==> src/char_port_defs.vh <==
// Purpose: constants for the character display host port
// Assumes: 100 MHz system clock
// Notes: times in ns, cycle counts derived from them
`ifndef CHAR_PORT_DEFS_VH
`define CHAR_PORT_DEFS_VH

`define CLK_PERIOD_NS 10
`define BUSY_TIME_NS 600
`define BUSY_CYCLES ((`BUSY_TIME_NS + `CLK_PERIOD_NS - 1) / `CLK_PERIOD_NS)
`define SET_CHAR_ADDR_BIT 7
`define DRAM_DEPTH 128
`define GLYPH_DEPTH 64
`define LINE_SPLIT 7'h40
`define ADDR_RESET 7'h00
`define DATA_RESET 8'h00
`define INSTR_RESET 8'h00
`define OP_CLEAR 8'h01
`define OP_HOME_MASK 8'hFE
`define OP_HOME 8'h02
`define ENTRY_BIT_DIR 1
`define FUNC_BIT_LINES 3
`define SHIFT_BIT_DISPLAY 3
`define SHIFT_BIT_RIGHT 2
`define GLYPH_SEL_BIT 6

`endif

==> src/char_ram.v <==
// Purpose: flip-flop storage for character and glyph memories
// Assumes: one write port, one asynchronous read port
// Notes: depth and width fixed by the instantiating block
`timescale 1ns/1ps

module char_ram #(
  parameter DEPTH = 128,
  parameter AW = 7
) (
  // Clock
  input wire clk_sys,
  // Write port
  input wire wr_en,
  input wire [AW-1:0] wr_addr,
  input wire [7:0] wr_data,
  // Read port
  input wire [AW-1:0] rd_addr,
  output wire [7:0] rd_data
);
  reg [7:0] mem [0:DEPTH-1];

  always @(posedge clk_sys) begin
    if (wr_en) begin
      mem[wr_addr] <= wr_data;
    end
  end

  assign rd_data = mem[rd_addr];
endmodule // char_ram

==> src/char_display_host_port.v <==
// Purpose: host parallel port of a character display controller
// Assumes: bus pins synchronous to clk_sys; strobe falling edge marks an access, write or read
// Notes: read data is driven while strobe is high and read_write_select high
// Function
// - Select low targets instructions and status; high targets data holding register.
// - Instruction write loads the instruction store and starts an operation.
// - Status read returns busy on bit seven, address pointer below.
// - Data write loads holding register then moves it into selected RAM.
// - Data read returns RAM contents fetched into the holding register.
// - Instruction store is write only; its read path returns status.
// - While busy, busy reads one and new instructions are ignored.
// - When idle, busy reads zero and the next instruction is taken.
// - Address instruction loads pointer and records glyph or character space.
// - Each data access steps the pointer by one in entry direction.
// - Character RAM holds 128 bytes.
// - Pointer is seven bits wide, bit six down to zero.
// - One-line mode maps positions 0..127 to addresses 00..7F.
// - Two-line mode gives each line 64 bytes, 00..3F and 40..7F.
// - Display shift moves shown addresses by one, wrapping within each line.
`timescale 1ns/1ps
`include "char_port_defs.vh"

module char_display_host_port (
  // Clock and reset
  input wire clk_sys,
  input wire rst_n,
  // Host bus
  input wire register_select,
  input wire read_write_select,
  input wire bus_strobe,
  input wire [7:0] bus_in,
  output reg [7:0] bus_out,
  output wire bus_oe,
  // Screen position query
  input wire [6:0] screen_pos,
  input wire screen_line,
  output reg [6:0] shown_addr,
  // Status
  output wire busy_indicator,
  output reg line_count_select,
  output reg [6:0] display_offset
);
  // ----------------------------------------------------------------
  // State
  // ----------------------------------------------------------------
  localparam ST_IDLE = 2'd0;
  localparam ST_BUSY = 2'd1;
  localparam ST_FETCH = 2'd2;
  // Wide copy so the counter load is cut to width on purpose
  localparam [31:0] BUSY_WIDE = `BUSY_CYCLES;

  reg [1:0] state;
  reg strobe_q;
  reg [7:0] instruction_store;
  reg [7:0] data_holding_register;
  reg [6:0] address_pointer;
  reg glyph_space;
  reg entry_inc;
  reg [9:0] busy_cnt;
  reg [1:0] next_state;
  reg [9:0] next_busy_cnt;
  reg [7:0] next_instr;
  reg [6:0] next_pointer;
  reg next_glyph_space;
  reg next_entry_inc;
  reg next_lines;
  reg [6:0] next_offset;
  wire host_take;
  wire take_instr;
  wire take_data_wr;
  wire take_data_rd;
  wire cmd_char_addr;
  wire cmd_glyph_addr;
  wire cmd_clear;
  wire cmd_home;
  wire cmd_function;
  wire cmd_shift;
  wire cmd_entry;
  wire [6:0] stepped_pointer;
  reg ram_wr;
  reg [7:0] next_data;
  wire [7:0] char_rd;
  wire [7:0] glyph_rd;
  wire strobe_fall;

  // Wraps an address within its line when two_line is set; stepped_pointer passes 0
  function [6:0] wrap_step;
    input [6:0] a;
    input up;
    input two_line;
    reg [6:0] r;
    begin
      r = up ? a + 7'h01 : a - 7'h01;
      if (two_line) begin
        r = {a[6], r[5:0]};
      end
      wrap_step = r;
    end
  endfunction

  assign strobe_fall = strobe_q & ~bus_strobe;
  assign busy_indicator = (state != ST_IDLE);
  assign bus_oe = bus_strobe & read_write_select;

  // ----------------------------------------------------------------
  // Host cycle decode
  // ----------------------------------------------------------------
  // Only an idle port takes a cycle; strobes while busy vanish silently
  assign host_take = strobe_fall & (state == ST_IDLE);
  assign take_instr = host_take & ~register_select & ~read_write_select;
  assign take_data_wr = host_take & register_select & ~read_write_select;
  assign take_data_rd = host_take & register_select & read_write_select;
  // Flat decode; codes matching none of these are accepted as no-ops
  assign cmd_char_addr = bus_in[`SET_CHAR_ADDR_BIT];
  assign cmd_glyph_addr = (bus_in[7:6] == 2'h1);
  assign cmd_clear = (bus_in == `OP_CLEAR);
  assign cmd_home = ((bus_in & `OP_HOME_MASK) == `OP_HOME);
  assign cmd_function = (bus_in[7:5] == 3'h1);
  assign cmd_shift = (bus_in[7:4] == 4'h1) & bus_in[`SHIFT_BIT_DISPLAY];
  assign cmd_entry = (bus_in[7:2] == 6'h01);
  assign stepped_pointer = wrap_step(address_pointer, entry_inc, 1'b0);

  // ----------------------------------------------------------------
  // Memories
  // ----------------------------------------------------------------
  char_ram #(.DEPTH(`DRAM_DEPTH), .AW(7)) u_char (
    .clk_sys(clk_sys),
    .wr_en(ram_wr & ~glyph_space),
    .wr_addr(address_pointer),
    .wr_data(data_holding_register),
    .rd_addr(address_pointer),
    .rd_data(char_rd)
  );

  char_ram #(.DEPTH(`GLYPH_DEPTH), .AW(6)) u_glyph (
    .clk_sys(clk_sys),
    .wr_en(ram_wr & glyph_space),
    .wr_addr(address_pointer[5:0]),
    .wr_data(data_holding_register),
    .rd_addr(address_pointer[5:0]),
    .rd_data(glyph_rd)
  );

  // ----------------------------------------------------------------
  // Host read path
  // ----------------------------------------------------------------
  always @(posedge clk_sys) begin
    if (!rst_n) begin
      bus_out <= `DATA_RESET;
    end else if (!register_select) begin
      bus_out <= {busy_indicator, address_pointer};
    end else begin
      bus_out <= data_holding_register;
    end
  end

  // ----------------------------------------------------------------
  // Screen mapping, one position per query
  // ----------------------------------------------------------------
  always @(posedge clk_sys) begin
    if (!rst_n) begin
      shown_addr <= `ADDR_RESET;
    end else if (line_count_select) begin
      // Low six bits wrap within the line picked by screen_line
      shown_addr <= {screen_line, screen_pos[5:0] + display_offset[5:0]};
    end else begin
      shown_addr <= screen_pos + display_offset;
    end
  end

  // ----------------------------------------------------------------
  // Control
  // ----------------------------------------------------------------
  always @* begin
    next_data = data_holding_register;
    if (take_data_wr) begin
      next_data = bus_in;
    end else if (state == ST_FETCH) begin
      next_data = glyph_space ? glyph_rd : char_rd;
    end
  end

  // ----------------------------------------------------------------
  // Instruction effects
  // ----------------------------------------------------------------
  always @* begin
    next_instr = instruction_store;
    next_pointer = address_pointer;
    next_glyph_space = glyph_space;
    next_entry_inc = entry_inc;
    next_lines = line_count_select;
    next_offset = display_offset;
    if (take_instr) begin
      next_instr = bus_in;
      if (cmd_char_addr) begin
        next_pointer = bus_in[6:0];
        next_glyph_space = 1'b0;
      end else if (cmd_glyph_addr) begin
        next_pointer = {1'b0, bus_in[5:0]};
        next_glyph_space = 1'b1;
      end else if (cmd_clear) begin
        next_pointer = `ADDR_RESET;
        next_offset = 7'h00;
        next_entry_inc = 1'b1;
      end else if (cmd_home) begin
        next_pointer = `ADDR_RESET;
        next_offset = 7'h00;
      end else if (cmd_function) begin
        next_lines = bus_in[`FUNC_BIT_LINES];
      end else if (cmd_shift) begin
        // Left shift shows address plus one
        next_offset = bus_in[`SHIFT_BIT_RIGHT] ? display_offset - 7'h01 : display_offset + 7'h01;
      end else if (cmd_entry) begin
        next_entry_inc = bus_in[`ENTRY_BIT_DIR];
      end
    end else if (state == ST_FETCH || (state == ST_BUSY && ram_wr)) begin
      // Step after the RAM access so a write lands at the old address
      next_pointer = stepped_pointer;
    end
  end

  // ----------------------------------------------------------------
  // Busy sequencing
  // ----------------------------------------------------------------
  always @* begin
    next_state = state;
    next_busy_cnt = busy_cnt;
    case (state)
      ST_IDLE: begin
        // Status reads with a strobe start nothing
        if (take_instr || take_data_wr) begin
          next_state = ST_BUSY;
          next_busy_cnt = BUSY_WIDE[9:0];
        end else if (take_data_rd) begin
          next_state = ST_FETCH;
        end
      end
      ST_FETCH: begin
        // Fetch lands now; the host sees it on its next read
        next_state = ST_BUSY;
        next_busy_cnt = BUSY_WIDE[9:0];
      end
      ST_BUSY: begin
        if (busy_cnt <= 10'h001) begin
          next_state = ST_IDLE;
        end else begin
          next_busy_cnt = busy_cnt - 10'h001;
        end
      end
      default: begin
        next_state = ST_IDLE;
      end
    endcase
  end

  // ----------------------------------------------------------------
  // Port sequencing registers
  // ----------------------------------------------------------------
  always @(posedge clk_sys) begin
    if (!rst_n) begin
      strobe_q <= 1'b0;
      state <= ST_IDLE;
      busy_cnt <= 10'h000;
      ram_wr <= 1'b0;
    end else begin
      strobe_q <= bus_strobe;
      state <= next_state;
      busy_cnt <= next_busy_cnt;
      // Write pulse lags the take so the held byte is settled first
      ram_wr <= take_data_wr;
    end
  end

  // ----------------------------------------------------------------
  // Register file
  // ----------------------------------------------------------------
  always @(posedge clk_sys) begin
    if (!rst_n) begin
      instruction_store <= `INSTR_RESET;
      data_holding_register <= `DATA_RESET;
      address_pointer <= `ADDR_RESET;
      glyph_space <= 1'b0;
      entry_inc <= 1'b1;
      line_count_select <= 1'b0;
      display_offset <= 7'h00;
    end else begin
      instruction_store <= next_instr;
      data_holding_register <= next_data;
      address_pointer <= next_pointer;
      glyph_space <= next_glyph_space;
      entry_inc <= next_entry_inc;
      line_count_select <= next_lines;
      display_offset <= next_offset;
    end
  end
endmodule // char_display_host_port

==> config.mk <==
export PLATFORM = sky130hd
export DESIGN_NAME = char_display_host_port
export DESIGN_NICKNAME = d
export VERILOG_FILES = /design/src/char_ram.v /design/src/char_display_host_port.v
export VERILOG_INCLUDE_DIRS = /design/src /design/src/src
export SDC_FILE = /design/constraint.sdc
export NUM_CORES = 2
export LEC_CHECK = 0
export ABC_AREA = 1
export BUFFER_PORTS_ARGS = -buffer_cell sky130_fd_sc_hd__buf_4
export CORE_UTILIZATION = 52
export CTS_CLUSTER_SIZE = 10
export DETAILED_ROUTE_END_ITERATION = 8
export GPL_TIMING_DRIVEN = 0
export PLACE_DENSITY = 0.68
export SYNTH_ARGS = -nofsm -noshare
export SYNTH_HDL_FRONTEND = slang
export SYNTH_HIERARCHICAL = 1
export SYNTH_SLANG_ARGS = --single-unit
==> constraint.sdc <==
create_clock -name clk_sys -period 4.8 [get_ports clk_sys]
set_input_delay 0 -clock clk_sys [delete_from_list [all_inputs] [get_ports clk_sys]]
set_output_delay 0 -clock clk_sys [all_outputs]
set_load 0.03 [all_outputs]
After elaboration in Yosys (flattened, before gate mapping)
Memories as Yosys holds them, arrays and structs flattened. A register that Yosys moved wholly into a read port is not among the register bits.
Index checks and enable logic that the tools add are counted.

storage, ports and cells
  register bits = 54
  bits in latches = 0
  memory bits (writable) = 1,536
  ROM bits = 0
  bits of input ports = 21
  word-level logic and storage cells = 115
  memories = 2

operators by class
  $add $sub $neg = 7
  multipliers = 0
  div/mod/pow operators = 0
  order comparisons = 1
  equality and inequality tests = 17
  shift-type cells = 0
  muxes and demuxes = 39
  bitwise logic cells = 19
  reductions and logical operators = 18

memories
  name         depth  bits a word  rd ports  clocked after memory_dff  wr ports  RTL line       RTL
  u_char.mem   128    8            1         1                         1         char_ram.v:20  reg [7:0] mem [0:DEPTH-1];
  u_glyph.mem  64     8            1         1                         1         char_ram.v:20

operator list
  cell                                                   number
  2-to-1 mux 7 bit                                       15
  2-to-1 mux 8 bit                                       4
  one-hot mux 10 bit (3 select lines)                    1
  2-to-1 mux 10 bit                                      2
  adder 7 x 1 -> 7 bit (second input constant)           2
  subtractor 7 x 1 -> 7 bit (second input constant)      2
  2-to-1 mux 6 bit                                       2
  AND 1 bit                                              11
  2-to-1 mux 1 bit                                       11
  <= comparator 10 x 1 -> 1 bit (second input constant)  1
  nonzero test 2 bit                                     5
  subtractor 10 x 1 -> 10 bit (second input constant)    1
  equality test 8 x 1 -> 1 bit (second input constant)   1
  inequality test 2 bit (second input constant)          4
  inverter 1 bit                                         8
  adder 7 bit                                            1
  equality test 7 x 1 -> 1 bit (second input constant)   1
  AND reduction 7 bit                                    1
  adder 6 bit                                            1
  equality test 6 x 1 -> 1 bit (second input constant)   1
  2-to-1 mux 2 bit                                       3
  one-hot mux 2 bit (3 select lines)                     1
  AND reduction 2 bit                                    3
  AND reduction 6 bit                                    1
  other kinds (14)                                       18

Depth between registers and ports, before layout
  depth after elaboration = 9
  depth in mapped cells = 16
  depth with buffers taken out = 13

By module
Netlist, hierarchy kept.

by module, submodules not included
  module                  instances  cells each  area an instance (µm²)
  char_ram at u_char      1          3,567       41,944.0
  char_ram at u_glyph     1          1,797       21,179.1
  char_display_host_port  1          485         3,278.1

Least setup slack after synthesis
Ideal clock, no wire load.

  path kind = reg-to-reg
  start = reg data_holding_register[0]
  end = mem u_char.mem[0][0], data pin
  setup time = 0.695 ns
  arrival time = 2.630 ns
  slack = 1.475 ns
  cell stages (with the launch flop) = 1
  path buffers = 0
  clock period less this slack = 3.325 ns
  path through = dfxtp_1

RTL lines
  element                   RTL line                      RTL
  start: declaration        char_display_host_port.v:55   reg [7:0] data_holding_register;
  start signal: assignment  char_display_host_port.v:280  data_holding_register <= `DATA_RESET;
  start signal: assignment  char_display_host_port.v:288  data_holding_register <= next_data;
  end: declaration          char_ram.v:20

Straight into the memory's write port.

==> results by group <==
Job
  • Max Cap Viol: 0

Min path
  • Hold Crit Class: in2reg
  • Min-Delay Startpoint: screen_pos[0]
  • Hold Path Cell Cnt: 5
  • WHS Endpoint: shown_addr[0]

Synth
  • Synthesized Nets: 5891
  • Post-synthesis adder-cell area fraction: less than 1%
  • Largest family of logic cells by synthesized area: simple AND/OR/NAND/NOR gates
  • Distinct cell type count after synthesis: 40
  • Synth Area per Inst: 11.4 sq um
  • Post-synthesis simple-gate area fraction: 23.7%
  • Register area share after synthesis: 71.1%
  • Mux cell area share after synthesis: 0%
  • Yosys warns: 6
  • Cell Area, Synth: roughly 66000 sq um
  • Post-synthesis compound-gate area fraction: 0.746%
  • #FFs+latches synth: 1590
  • Post-Synth XOR/XNOR Area: 0.145%
  • Synth Instances: 5849

STA
  • Fmax achieved: 221 MHz
  • Clk_skew: approximately 0.028 ns
  • Post-route setup slack: roughly 0.27 ns
  • Final Critical Period: 4.53 ns
  • Final hold slack: 0.0626 ns
  • Unrepaired setup endpoints after global routing: no
  • Fin. Hold Viols: 0
  • Fin. max-slew vios: 0
  • Slew headroom: 5.16%
  • Final setup viols: 0
  • Period utilization: ~94%
  • Slew @ Worst Pin: 1.42 ns

Layout
  • Final design utilization: 59.1%
  • Share of cells above drive strength 1: a little under a tenth
  • Layout Nets: 6177
  • Area Overhead vs Synth: 12.4%
  • Final Non-Filler Cells: 7829
  • Post-route cell area: 74600 sq um

Clocking
  • CTS tree: yes
  • CTS Hold Buffers Added: 33
  • Post_cts resized: 0
  • Clock-pin slew on the worst setup and hold paths: roughly 0.060 ns
  • Clk buf depth: 3
  • Clock latency at the later pin of the worst-skew pair: 0.81 ns
  • Cts bufs inserted: 178
  • H-Tree Depth: 4
  • Postcts setup bufs: 0
  • CTS Sinks: ~1600
  • Root Driver: clkbuf_16

Floorplanning
  • Core region area: between 100000 and 150000 sq um
  • Starting density of the core: 52.6%
  • I/O Pins: 46
  • Die height: approximately 360 um
  • Die X: between 300 and 400 um
  • Die area: between 100000 and 150000 sq um
  • Number of cell rows: 130

Setup path
  • Crit path max-delay family: buffers and inverters
  • CP arrival: 5.17 ns
  • CP startpoint: address_pointer[3]
  • Worst path max stage delay: between 0.9 and 1 ns
  • Crit path capture type: register
  • Cell Chain, Critical Path: clkbuf_1, clkbuf_1, nand3_1, nand2_1, nand2_1, nand3_1, nand2_1, nand2_1, nand2_1, o21ai_0, a31oi_1
  • CP max-delay cell: dfxtp_1
  • FF-to-FF path depth: 11
  • Required time of the critical path: 5.44 ns
  • Reg2Reg Launch Point: address_pointer[3]
  • Crit path top cell by count: nand2_1
  • Crit Path Category: reg2reg
  • Reg2reg end: data_holding_register[6]
  • Startpoint Class: register
  • Worst R2R Setup Slack: between 0.2 and 0.3 ns
  • Critical path buffers and inverters: 2
  • Worst-path fanout max: 14

Detailed routing
  • Via/cell ratio: 6.11
  • Final wirelength: just over 200000 um
  • Routed len/inst: 26.3 um
  • Vias: around 48000
  • Drc violations: 0
  • Drt first-iter violations: 7154
  • First drt pass iteration count: 8
  • Routed Antenna Nets: 0

Power
  • Cell Pwr Density: around 380 nW/um^2
  • Sw Share: 22.2%
  • Clock power share: 41.2%
  • Comb pwr share: 5.7%
  • Static Leak: 0.0273 uW
  • Switch Pwr: ~6300 uW
  • Int Pwr: 22300 uW
  • Seq pwr share: 53.0%
  • Peak VDD IR: 0.000264 V

Placement
  • Cells after DPL: 7572
  • Hpwl dp: approximately 140000 um
  • Port bufs: 45
  • Placed cell area: 69500 sq um
  • Final GP Congestion: 1.05
  • Setup WS pre-CTS: 0.526 ns

GRT
  • Number of global-route vias before repair: 44200
  • Total global-route track usage: around a third
  • Initial antenna violation count: 5
  • First-pass GRT wire length: 294000 um
  • Grt ovf: 0
  • Largest net degree at the start of global routing: 78

Run status
  • Status: finished clean
==> area by class of cell <==
cell class	count	area, sq um
repair buffers	106	1290
well taps	1650	2060
diodes	3	7.51
clock buffers	206	4620
clock inverters	15	158
flip-flops and latches	1590	47200
multi-input cells	3796	16600
inverters	108	418
plain buffers	355	2190
fillers	10000	51600
==> sequential cells by signal (all words and copies together), names as in the netlist, 2 cells and up <==
name / flops
address_pointer: 7
bus_out: 8
busy_cnt: 10
data_holding_register: 8
display_offset: 7
shown_addr: 7
state: 2
u_char/mem: 1024
u_glyph/mem: 512
==> cells in the mapped netlist <==
cell type	number	area (sq um)
fa_1	3	60.1
o22ai_1	1	6.26
inv_1	93	349
nand3b_1	1	7.51
nor2_2	3	18.8
o211ai_1	2	15.0
dfxtp_1	54	1080
buf_2	161	806
inv_8	1	11.3
a31o_2	1	8.76
nor3_1	11	55.1
ha_1	18	225
o21ai_0	31	155
a21o_1	1	7.51
buf_1	25	93.8
o21ai_1	1	5.00
inv_6	1	8.76
buf_4	54	405
nor4_1	8	50.1
nand2_1	1982	7440
inv_2	13	48.8
or2_2	2	12.5
buf_8	2	30.0
a21oi_1	43	215
nand2_2	4	25.0
nand4_4	1	21.3
nand4_1	20	125
xnor2_1	6	52.6
nor2_1	239	897
nor2_4	3	33.8
o31ai_1	1	7.51
a31oi_1	10	62.6
buf_6	58	653
nor3_4	1	16.3
clkbuf_1	55	206
nand3_1	1395	6980
nand2_4	2	22.5
xor2_1	5	43.8
o211ai_2	1	12.5
edfxtp_1	1536	46100
==> worst register-to-register path, delay by kind of cell, from the launching register on <==
| family | cells | cell delay (ns) |
|---|---|---|
| buf+inv | 2 | 1.71 |
| simple gates | 7 | 1.15 |
| compound gates | 2 | 0.53 |
| flops | 1 | 0.99 |
==> metrics by stage <==
step                total power, uW  setup TNS [ns]
floorplan                     16300               0
global placement              17000        -3791.57
detailed placement            17000               0
CTS                           28600               0
global route                  29200               0
finish                        28600               0
==> power groups by stage <==
stage	registers [uW]	clock network [uW]	logic, uW
after global routing	15200	12400	1710
after detailed placement	15400	0	1540
after floorplan	15500	0	856
after global placement	15600	0	1400
after CTS	15200	11900	1560
final	15200	11800	1640
==> logic make-up (layout without fill, tap and decap cells) <==
family / count (synthesis) / in the layout
buffers and inverters: 463 / 790
xor gates and xnor gates: 11 / 11
other: 0 / 3
adders and majority gates: 21 / 21
and+or+nand+nor: 3672 / 3672
DFF: 1590 / 1590
AOI/OAI and AO/OA: 92 / 92
==> layer usage <==
metal	track usage (%)	routed length, um	vias up
met1	43.5	78300	23100
met5	0	0	-
li1	-	-	21000
met3	9.35	29000	544
met4	14.7	10400	0
met2	45.9	88600	3148
==> how the worst max path moves through the flow <==
stage                     slack [ns]  depth (start not counted)                        to
after floorplan                 1.48                          0          u_char/mem[0][0]
after global placement         -2.74                          0        u_char/mem[107][1]
after detailed placement        0.53                          7        u_char/mem[105][6]
after CTS                       0.51                          7        u_char/mem[105][7]
after global routing            0.17                         11  data_holding_register[6]
final                           0.27                         11  data_holding_register[6]
==> cell usage in the layout, fill, tap and decap left out, types with 2 or more instances in the layout <==
cell	n
a21oi_1	43
a31oi_1	10
buf_1	25
buf_16	19
buf_2	161
buf_4	103
buf_6	62
buf_8	2
clkbuf_1	80
clkbuf_16	181
clkinv_1	3
clkinv_8	6
dfxtp_1	46
dfxtp_4	8
diode_2	3
dlygate4sd3_1	33
edfxtp_1	1536
fa_1	3
ha_1	18
inv_1	93
inv_2	13
inv_6	6
nand2_1	1982
nand2_2	4
nand2_4	2
nand3_1	1395
nand4_1	20
nor2_1	238
nor2_2	4
nor2_4	3
nor3_1	11
nor4_2	8
o211ai_1	2
o21ai_0	31
or2_2	2
xnor2_1	6
xor2_1	5
No activity file was read; power rests on OpenSTA's default activity.
